===== src/inc/dcc_pkg.sv =====
`default_nettype none
package dcc_pkg;
  // channel organisation
  localparam int DCC_CHANS = 8;
  localparam int DCC_GROUP = 4;
  localparam int DCC_WIDTH = 16;
  // clock and documented times
  localparam int DCC_CLK_NS = 4;
  localparam int DCC_CALC_NS = 600;
  localparam int DCC_TAIL_NS = 300;
  localparam int DCC_AB_NS = 600;
  localparam int DCC_SEQ_US = 300;
  // least times round up to whole cycles
  localparam int DCC_CALC_CYC = (DCC_CALC_NS + DCC_CLK_NS - 1) / DCC_CLK_NS;
  localparam int DCC_TAIL_CYC =
    (DCC_CALC_NS + DCC_TAIL_NS + DCC_CLK_NS - 1) / DCC_CLK_NS;
  localparam int DCC_AB_CYC = (DCC_AB_NS + DCC_CLK_NS - 1) / DCC_CLK_NS;
  localparam int DCC_SEQ_CYC =
    (DCC_SEQ_US * 1000 + DCC_CLK_NS - 1) / DCC_CLK_NS;
  // register defaults; default codes put every output on signal ground
  localparam logic [15:0] DCC_X_DEF = 16'h8000;
  localparam logic [15:0] DCC_M_DEF = 16'hffff;
  localparam logic [15:0] DCC_C_DEF = 16'h8000;
  localparam logic [15:0] DCC_DAC_DEF = 16'h8000;
  localparam logic [15:0] DCC_C_BIAS = 16'h8000;
  localparam logic [7:0] DCC_ABSEL_DEF = 8'h00;
  // write targets of the user-side register port
  typedef enum logic [2:0] {
    DCC_TGT_IN_A,
    DCC_TGT_IN_B,
    DCC_TGT_GAIN,
    DCC_TGT_OFFS,
    DCC_TGT_ABSEL
  } dcc_target_t;
  typedef enum logic {
    DCC_IDLE,
    DCC_CALC
  } dcc_state_t;
  // index of the lowest set bit, 0 when none
  function automatic logic [2:0] dcc_first_set(input logic [7:0] v);
    logic [2:0] idx;
    idx = 3'h0;
    for (int i = DCC_CHANS - 1; i >= 0; i--)
    begin
      if (v[i])
      begin
        idx = 3'(i);
      end
    end
    return idx;
  endfunction : dcc_first_set
endpackage : dcc_pkg
`default_nettype wire


===== src/hdl/dcc_edge.sv =====
`default_nettype none
module dcc_edge
  import dcc_pkg::*;
#(
  parameter bit RISE = 1'b1,
  parameter bit INIT = 1'b1
)
(
  input wire logic clk,
  input wire logic rst_n,
  input wire logic d,
  output logic pulse
);
  logic d_r;
  // previous level, parked at the idle level so reset makes no edge
  always_ff @(posedge clk or negedge rst_n)
  begin
    if (!rst_n)
    begin
      d_r <= INIT;
    end
    else
    begin
      d_r <= d;
    end
  end
  assign pulse = RISE ? (d & ~d_r) : (~d & d_r);
endmodule : dcc_edge
`default_nettype wire


===== src/hdl/dcc_calc.sv =====
`default_nettype none
module dcc_calc
  import dcc_pkg::*;
#(
  parameter int W = DCC_WIDTH,
  parameter int LAT = DCC_CALC_CYC
)
(
  input wire logic clk,
  input wire logic rst_n,
  input wire logic start,
  input wire logic [W-1:0] x,
  input wire logic [W-1:0] m,
  input wire logic [W-1:0] c,
  output logic done,
  output logic [W-1:0] result
);
  localparam int CW = $clog2(LAT + 1);
  logic [2*W:0] prod;
  logic signed [W+2:0] sum;
  logic [CW-1:0] cnt_r;
  // code = x*(m+1)/2^W + c - bias, clamped to the converter range
  always_comb
  begin
    prod = (2*W+1)'(x) * ((2*W+1)'(m) + (2*W+1)'(1));
    sum = $signed({2'b00, prod[2*W:W]}) + $signed({3'b000, c})
      - $signed({3'b000, DCC_C_BIAS});
  end
  // one shared engine: result held, done after the fixed latency
  always_ff @(posedge clk or negedge rst_n)
  begin
    if (!rst_n)
    begin
      cnt_r <= '0;
      result <= DCC_DAC_DEF;
    end
    else if (start)
    begin
      cnt_r <= CW'(LAT);
      // sign bit set means the code fell below zero
      if (sum[W+2])
        result <= '0;
      else if (sum > $signed({3'b000, {W{1'b1}}}))
        result <= '1;
      else
        result <= sum[W-1:0];
    end
    else if (cnt_r != '0)
    begin
      cnt_r <= cnt_r - CW'(1);
    end
  end
  assign done = (cnt_r == CW'(1));
endmodule : dcc_calc
`default_nettype wire


===== src/hdl/dcc_top.sv =====
`default_nettype none
module dcc_top
  import dcc_pkg::*;
#(
  parameter int W = DCC_WIDTH,
  parameter int SEQ_CYC = DCC_SEQ_CYC
)
(
  input wire logic ref_clk,
  input wire logic reset_n,
  input wire logic device_reset_n,
  input wire logic output_clear_n,
  input wire logic load_outputs_n,
  input wire logic busy_in,
  input wire logic wr_en,
  input wire logic [2:0] wr_target,
  input wire logic [7:0] wr_chan_mask,
  input wire logic wr_ab,
  input wire logic [W-1:0] wr_data,
  output logic busy_out_r,
  output logic busy_oe_n_r,
  output logic seq_active_r,
  output logic out_to_ground_r,
  output logic [DCC_CHANS*W-1:0] dac_codes_r
);
  localparam int SW = $clog2(SEQ_CYC + 1);
  localparam int TW = $clog2(DCC_TAIL_CYC + 1);
  logic [1:0] rst_sync_r;
  logic rst_n;
  logic dev_rise;
  logic load_fall;
  logic [SW-1:0] seq_cnt_r;
  logic [W-1:0] input_reg_a [DCC_CHANS];
  logic [W-1:0] input_reg_b [DCC_CHANS];
  logic [W-1:0] gain_r [DCC_CHANS];
  logic [W-1:0] offs_r [DCC_CHANS];
  logic [W-1:0] computed_reg_a [DCC_CHANS];
  logic [W-1:0] computed_reg_b [DCC_CHANS];
  logic [7:0] absel_r;
  logic [7:0] pend_a_r, pend_b_r, pend_a_nxt, pend_b_nxt;
  logic [7:0] set_a, set_b, clr_a, clr_b;
  logic [7:0] wrote_a_r, wrote_b_r;
  logic wr_ok;
  dcc_state_t state_r;
  logic [2:0] idx_r;
  logic side_r;
  logic calc_start, calc_done;
  logic [2:0] pick_idx;
  logic pick_side;
  logic [W-1:0] calc_result;
  logic [TW-1:0] tail_r;
  logic local_busy;
  logic line_free, line_free_d_r;
  logic load_req_r;
  logic fire;

  // release the system reset through two flops
  always_ff @(posedge ref_clk or negedge reset_n)
  begin
    if (!reset_n)
      rst_sync_r <= 2'b00;
    else
      rst_sync_r <= {rst_sync_r[0], 1'b1};
  end
  assign rst_n = rst_sync_r[1];

  // edges of the device reset and load pins
  dcc_edge #(.RISE(1'b1), .INIT(1'b1)) u_dev_edge (
    .clk(ref_clk),
    .rst_n(rst_n),
    .d(device_reset_n),
    .pulse(dev_rise)
  );
  dcc_edge #(.RISE(1'b0), .INIT(1'b1)) u_load_edge (
    .clk(ref_clk),
    .rst_n(rst_n),
    .d(load_outputs_n),
    .pulse(load_fall)
  );

  // reset sequence timer, rising edge only
  always_ff @(posedge ref_clk or negedge rst_n)
  begin
    if (!rst_n)
    begin
      seq_cnt_r <= '0;
      seq_active_r <= 1'b0;
    end
    else if (dev_rise)
    begin
      seq_cnt_r <= SW'(SEQ_CYC);
      seq_active_r <= 1'b1;
    end
    else if (seq_cnt_r != '0)
    begin
      seq_cnt_r <= seq_cnt_r - SW'(1);
      seq_active_r <= (seq_cnt_r != SW'(1));
    end
  end

  // writes during the sequence are dropped; the host is told not to
  assign wr_ok = wr_en && !seq_active_r && !dev_rise;

  // decode which side each addressed channel recomputes
  always_comb
  begin
    set_a = 8'h00;
    set_b = 8'h00;
    case (wr_target)
      DCC_TGT_IN_A: set_a = wr_chan_mask;
      DCC_TGT_IN_B: set_b = wr_chan_mask;
      DCC_TGT_GAIN, DCC_TGT_OFFS:
      begin
        if (wr_ab)
          set_b = wr_chan_mask;
        else
          set_a = wr_chan_mask;
      end
      default:
      begin
        set_a = 8'h00;
        set_b = 8'h00;
      end
    endcase
    if (!wr_ok)
    begin
      set_a = 8'h00;
      set_b = 8'h00;
    end
  end

  // stored registers; clear never touches them
  always_ff @(posedge ref_clk or negedge rst_n)
  begin
    if (!rst_n)
    begin
      for (int i = 0; i < DCC_CHANS; i++)
      begin
        input_reg_a[i] <= DCC_X_DEF;
        input_reg_b[i] <= DCC_X_DEF;
        gain_r[i] <= DCC_M_DEF;
        offs_r[i] <= DCC_C_DEF;
      end
      absel_r <= DCC_ABSEL_DEF;
    end
    else if (dev_rise)
    begin
      for (int i = 0; i < DCC_CHANS; i++)
      begin
        input_reg_a[i] <= DCC_X_DEF;
        input_reg_b[i] <= DCC_X_DEF;
        gain_r[i] <= DCC_M_DEF;
        offs_r[i] <= DCC_C_DEF;
      end
      absel_r <= DCC_ABSEL_DEF;
    end
    else if (wr_ok)
    begin
      for (int i = 0; i < DCC_CHANS; i++)
      begin
        if (wr_chan_mask[i])
        begin
          case (wr_target)
            DCC_TGT_IN_A: input_reg_a[i] <= wr_data;
            DCC_TGT_IN_B: input_reg_b[i] <= wr_data;
            DCC_TGT_GAIN: gain_r[i] <= wr_data;
            DCC_TGT_OFFS: offs_r[i] <= wr_data;
            DCC_TGT_ABSEL: absel_r[i] <= wr_data[i % DCC_GROUP];
            default: absel_r <= absel_r;
          endcase
        end
      end
    end
  end

  // engine picks the lowest pending channel, side A before B
  assign pick_side = (pend_a_r == 8'h00);
  assign pick_idx = pick_side ? dcc_first_set(pend_b_r)
                              : dcc_first_set(pend_a_r);
  assign calc_start = ((state_r == DCC_IDLE) || calc_done)
    && ((pend_a_r | pend_b_r) != 8'h00) && !dev_rise;

  // pending work; a new write wins over the pick that clears it
  always_comb
  begin
    clr_a = 8'h00;
    clr_b = 8'h00;
    if (calc_start)
    begin
      if (pick_side)
        clr_b[pick_idx] = 1'b1;
      else
        clr_a[pick_idx] = 1'b1;
    end
    pend_a_nxt = (pend_a_r & ~clr_a) | set_a;
    pend_b_nxt = (pend_b_r & ~clr_b) | set_b;
  end

  always_ff @(posedge ref_clk or negedge rst_n)
  begin
    if (!rst_n)
    begin
      pend_a_r <= 8'h00;
      pend_b_r <= 8'h00;
    end
    else if (dev_rise)
    begin
      pend_a_r <= 8'h00;
      pend_b_r <= 8'h00;
    end
    else
    begin
      pend_a_r <= pend_a_nxt;
      pend_b_r <= pend_b_nxt;
    end
  end

  // single shared multiplier, one channel at a time
  dcc_calc #(.W(W), .LAT(DCC_CALC_CYC)) u_calc (
    .clk(ref_clk),
    .rst_n(rst_n),
    .start(calc_start),
    .x(pick_side ? input_reg_b[pick_idx] : input_reg_a[pick_idx]),
    .m(gain_r[pick_idx]),
    .c(offs_r[pick_idx]),
    .done(calc_done),
    .result(calc_result)
  );

  // engine state and channel in flight
  always_ff @(posedge ref_clk or negedge rst_n)
  begin
    if (!rst_n)
    begin
      state_r <= DCC_IDLE;
      idx_r <= 3'h0;
      side_r <= 1'b0;
    end
    else if (dev_rise)
    begin
      state_r <= DCC_IDLE;
    end
    else
    begin
      case (state_r)
        DCC_IDLE:
        begin
          if (calc_start)
            state_r <= DCC_CALC;
        end
        DCC_CALC:
        begin
          if (calc_done && !calc_start)
            state_r <= DCC_IDLE;
        end
        default: state_r <= DCC_IDLE;
      endcase
      if (calc_start)
      begin
        idx_r <= pick_idx;
        side_r <= pick_side;
      end
    end
  end

  // result lands in computed A or B of the channel
  always_ff @(posedge ref_clk or negedge rst_n)
  begin
    if (!rst_n)
    begin
      for (int i = 0; i < DCC_CHANS; i++)
      begin
        computed_reg_a[i] <= DCC_DAC_DEF;
        computed_reg_b[i] <= DCC_DAC_DEF;
      end
    end
    else if (dev_rise)
    begin
      for (int i = 0; i < DCC_CHANS; i++)
      begin
        computed_reg_a[i] <= DCC_DAC_DEF;
        computed_reg_b[i] <= DCC_DAC_DEF;
      end
    end
    else if (calc_done && state_r == DCC_CALC)
    begin
      if (side_r)
        computed_reg_b[idx_r] <= calc_result;
      else
        computed_reg_a[idx_r] <= calc_result;
    end
  end

  // busy tail after the last result or a select write
  always_ff @(posedge ref_clk or negedge rst_n)
  begin
    if (!rst_n)
      tail_r <= '0;
    else if (dev_rise)
      tail_r <= '0;
    else if (calc_done && state_r == DCC_CALC && !calc_start)
      tail_r <= TW'(DCC_TAIL_CYC);
    else if (wr_ok && wr_target == DCC_TGT_ABSEL
             && tail_r < TW'(DCC_AB_CYC))
      tail_r <= TW'(DCC_AB_CYC);
    else if (tail_r != '0)
      tail_r <= tail_r - TW'(1);
  end

  assign local_busy = ((pend_a_r | pend_b_r) != 8'h00)
    || (state_r == DCC_CALC) || (tail_r != '0);

  // open drain: only ever pull low, release when done
  always_ff @(posedge ref_clk or negedge rst_n)
  begin
    if (!rst_n)
    begin
      busy_oe_n_r <= 1'b1;
      busy_out_r <= 1'b0;
    end
    else
    begin
      busy_oe_n_r <= !local_busy;
      busy_out_r <= 1'b0;
    end
  end

  // the shared line decides, so other devices also hold us off
  assign line_free = busy_in && busy_oe_n_r && !local_busy;

  always_ff @(posedge ref_clk or negedge rst_n)
  begin
    if (!rst_n)
      line_free_d_r <= 1'b1;
    else
      line_free_d_r <= line_free;
  end

  // update now, on release, or never while clear
  assign fire = output_clear_n && line_free && !dev_rise
    && (load_req_r || load_fall || (!load_outputs_n && !line_free_d_r));

  // remember a load edge seen while busy
  always_ff @(posedge ref_clk or negedge rst_n)
  begin
    if (!rst_n)
      load_req_r <= 1'b0;
    else if (!output_clear_n || dev_rise)
      load_req_r <= 1'b0;
    else if (load_fall && !line_free)
      load_req_r <= 1'b1;
    else if (fire)
      load_req_r <= 1'b0;
  end

  // written-since-last-load flags; a new result wins over the clear
  always_ff @(posedge ref_clk or negedge rst_n)
  begin
    if (!rst_n)
    begin
      wrote_a_r <= 8'h00;
      wrote_b_r <= 8'h00;
    end
    else if (dev_rise)
    begin
      wrote_a_r <= 8'h00;
      wrote_b_r <= 8'h00;
    end
    else
    begin
      for (int i = 0; i < DCC_CHANS; i++)
      begin
        if (calc_done && state_r == DCC_CALC && idx_r == 3'(i))
        begin
          if (side_r)
            wrote_b_r[i] <= 1'b1;
          else
            wrote_a_r[i] <= 1'b1;
        end
        else if (fire)
        begin
          wrote_a_r[i] <= 1'b0;
          wrote_b_r[i] <= 1'b0;
        end
      end
    end
  end

  // converter registers follow the selected source
  always_ff @(posedge ref_clk or negedge rst_n)
  begin
    if (!rst_n)
      dac_codes_r <= {DCC_CHANS{DCC_DAC_DEF}};
    else if (dev_rise)
      dac_codes_r <= {DCC_CHANS{DCC_DAC_DEF}};
    else if (fire)
    begin
      for (int i = 0; i < DCC_CHANS; i++)
      begin
        if (absel_r[i] && wrote_b_r[i])
          dac_codes_r[i*W +: W] <= computed_reg_b[i];
        else if (!absel_r[i] && wrote_a_r[i])
          dac_codes_r[i*W +: W] <= computed_reg_a[i];
      end
    end
  end

  // output buffers to ground while clear is low
  always_ff @(posedge ref_clk or negedge rst_n)
  begin
    if (!rst_n)
      out_to_ground_r <= 1'b1;
    else
      out_to_ground_r <= !output_clear_n;
  end
endmodule : dcc_top
`default_nettype wire


===== config.mk =====
export PLATFORM = sky130hd
export DESIGN_NAME = dcc_top
export DESIGN_NICKNAME = d
export VERILOG_FILES = /design/src/inc/dcc_pkg.sv /design/src/hdl/dcc_edge.sv /design/src/hdl/dcc_calc.sv /design/src/hdl/dcc_top.sv
export SDC_FILE = /design/constraint.sdc
export NUM_CORES = 2
export LEC_CHECK = 0
export BUFFER_PORTS_ARGS = -buffer_cell sky130_fd_sc_hd__buf_2
export CAP_MARGIN = 20
export CORE_MARGIN = 2
export CORE_UTILIZATION = 35
export DETAILED_ROUTE_END_ITERATION = 6
export HOLD_SLACK_MARGIN = 0.08
export PLACE_DENSITY = 0.49
export SLEW_MARGIN = 40
export SYNTH_ARGS = -nofsm -noshare
export SYNTH_HDL_FRONTEND = slang
export SYNTH_SLANG_ARGS = --single-unit

===== constraint.sdc =====
create_clock -name ref_clk -period 26.8 [get_ports ref_clk]
set_input_delay 5.36 -clock ref_clk [delete_from_list [all_inputs] [get_ports ref_clk]]
set_output_delay 5.36 -clock ref_clk [all_outputs]
set_load 0.05 [all_outputs]

==> results.txt <==
area of the multi-input gates = 25,090 um2
Inserted Clock Buffers = 109
Post-synth EDFFs = 0
Storage cell area = 25,230 um2
post-CTS resize count = 0
Seq/Total Area, Yosys = 48.02%
Die ar. = 153,200 um2
Mapped Nets = 6,029
worst path arrival time = 15,120 ps
Pins Over Slew Limit = 0
Async SR Flop Fraction = 100.0%
Buffers on Ports = 165
CP Data Required Time = 27,400 ps
largest net degree at the start of global routing = 97
routed via count = 40,490
CP top delay family = compound AO/OA/AOI/OAI gates
Total Wirelength = 168,300 um
Max-slew headroom = 39.22%
starting density of the core = 35.16%
Die Y-Extent = 391.4 um
Fill cells = 15,050
HP Class = reg -> async
Power Dens Cells = 157.6 nW/um2
CTS Hold Bufs = 0
final count of hold timing violations = 0
Netlist cell types = 99
via/cell ratio = 5.195
dpl ws = 12,460 ps
Ys Warns = 0
final setup fails = 0
worst skew pair latency = 740 ps
setup bufs post-CTS = 0
crit end category = register
Tcrit/Tclk final = 54.15%
global-route wire length before repair = 258,200 um
Slew @ Worst Pin = 911.6 ps
Mapped Area = 52,530 um2
die width = 391.4 um
Fmax = 0.06891 GHz
Mean Syn Cell Area = 9.280 um2
CP max FO = 40
skew final = 40.70 ps
initial antenna violation count = 1
clk slew on worst S/H paths = 60 ps
layout cells sized above 1 = 13.89%
Peak VDD IR = 0.0003995 V
nets@finish = 6,049
Startpoint Class = register
I/O Pins = 167
Buf/Inv on CP = 7
Area Overhead vs Synth = 13.38%
root buf cell = clkbuf_16
RSZ-0062 raised after global routing = false
WS Path Type = reg -> reg
TritonCTS clock tree = yes
antenna viol nets, final = 0
Crit path largest cell delay = 680 ps
Worst Setup Slack, final = 12,290 ps
Post-route DRC = 0
Cells after Synth = 5,661
Max Cap Viol = 0
most used cell, CP = fa_1
commonest cells after routing, fill and taps aside = 1,256 x nand2_1, 816 x dfrtp_1, 727 x o21ai_0, 335 x nor2_1, 290 x a21oi_1
Tmin final = 14,510 ps
routability cong. = 0.8664
P_leak = 0.02770 uW
clk buf depth = 3
total track usage = 22.04%
post-DP HPWL = 112,100 um
commonest non-fill, non-tap cell in the layout = nand2_1
CP max-delay cell = xnor2_1
site row count = 142
vias in the first global route = 39,700
Clock Sinks = 999
setup_tns = 0 ps
GRT overflow = 0
1st-iter DRT viols = 2,899
CORE AREA = 149,400 um2
status = complete, no violations
H-tree level count = 3
ys flop type = dfrtp_1
total iterations of the first detailed-routing run = 5
post-synthesis sequential element count = 999
DR WL/cell = 21.59 um
[report_power, final]
group / leakage [uW] / internal, uW / switching, uW
Sequential: 0.0127 / 1750 / 122
Clock: 0.00187 / 923 / 655
Combinational: 0.0131 / 2380 / 3550
[metrics by stage]
stage	instances	hold WS [ps]	area [um2]	total power, uW	util [%]
detailed placement	7585	339.5	55670	7793	37.26
CTS	7790	351.9	59480	9440	39.81
floorplan	5661	331.1	52540	6250	-
global placement	7584	337.9	55480	7777	37.13
global route	7791	249.4	59560	10260	39.86
finish	7794	213.4	59560	9384	39.86
[cell families (layout without fill, tap and decap cells)]
kind of cell / Yosys count / in the layout / share of synthesized area, %
AOI/OAI and AO/OA: 1435 / 1435 / 15.95
xor gates and xnor gates: 73 / 73 / 1.231
adders and majority gates: 333 / 333 / 10.90
buffers and inverters: 660 / 774 / 4.897
DFF: 999 / 999 / 48.02
muxes: 170 / 170 / 3.258
other: 2 / 5 / 0.01430
and+or+nand+nor: 1989 / 1989 / 15.73
[sequential cells by signal, summed over array words and instances, names as in the netlist, 16 cells and up]
name,cells
input_reg_a,128
seq_cnt_r,17
computed_reg_b,128
offs_r,128
gain_r,128
computed_reg_a,128
u_calc.result,16
input_reg_b,128
dac_codes_r,128
[routing by layer]
metal  track usage, %  share of wire [%]  vias up  wire length, um
met1            32.18                 48    20350            80000
met5                0                  0        -                0
li1                 -                  -    19020                -
met2            34.84                 46      949            77230
met3            2.904                4.8      170             8111
met4            4.619                1.8        0             2963
[cell type report]
type,count,area share (%)
Timing Repair Buffer,291,3.132
Sequential cell,999,42.36
Tap cell,2016,4.235
Clock buffer,162,5.403
Inverter,278,1.752
Antenna cell,3,0.01260
Clock inverter,43,0.9894
Multi-Input combinational cell,4002,42.12
[path summary, 6_finish.rpt]
| kind | startpoint | endpoint | slack (ps) | cells past startpoint |
|---|---|---|---|---|
| setup / recovery | pend_a_r[3] | u_calc.result[2] | 12290 | 47 |
| hold / removal | rst_sync_r[1] | input_reg_b[24] | 210 | 0 |
| setup reg to reg | pend_a_r[3] | u_calc.result[2] | 12290 | 47 |
| hold reg to reg | rst_sync_r[1] | input_reg_b[24] | 210 | 0 |
| max in group asynchronous | reset_n | rst_sync_r[1] | 22260 | 1 |
| min in group ref_clk | rst_sync_r[0] | rst_sync_r[1] | 350 | 0 |
[synthesized netlist by cell type, types with 13 or more instances]
library cell,count,area (um2)
o22ai_1,24,150.1
a31oi_1,28,175.2
dfrtp_1,817,20440
nand4_1,15,93.84
nand2b_1,27,168.9
fa_1,208,4164
and3_1,16,100.1
buf_1,27,101.4
a22oi_1,15,112.6
ha_1,125,1564
a21o_1,23,172.7
o21ai_1,30,150.1
xor2_1,26,227.7
nand3_1,132,660.6
a21oi_1,296,1481
and2_1,38,237.7
nor2_1,347,1303
clkbuf_1,311,1167
a211oi_1,15,112.6
nor3_1,28,140.1
inv_1,277,1040
xnor2_1,46,402.9
o211ai_1,23,172.7
mux2i_1,162,1622
o31ai_1,131,983.4
o21ai_0,728,3643
buf_2,34,170.2
nand2_1,1282,4812
a221o_1,22,220.2
dfstp_2,182,4782
or3_1,13,81.33
nor2b_1,26,162.7
or2_2,21,131.4
Note: power is estimated with default switching activity, not from simulation.
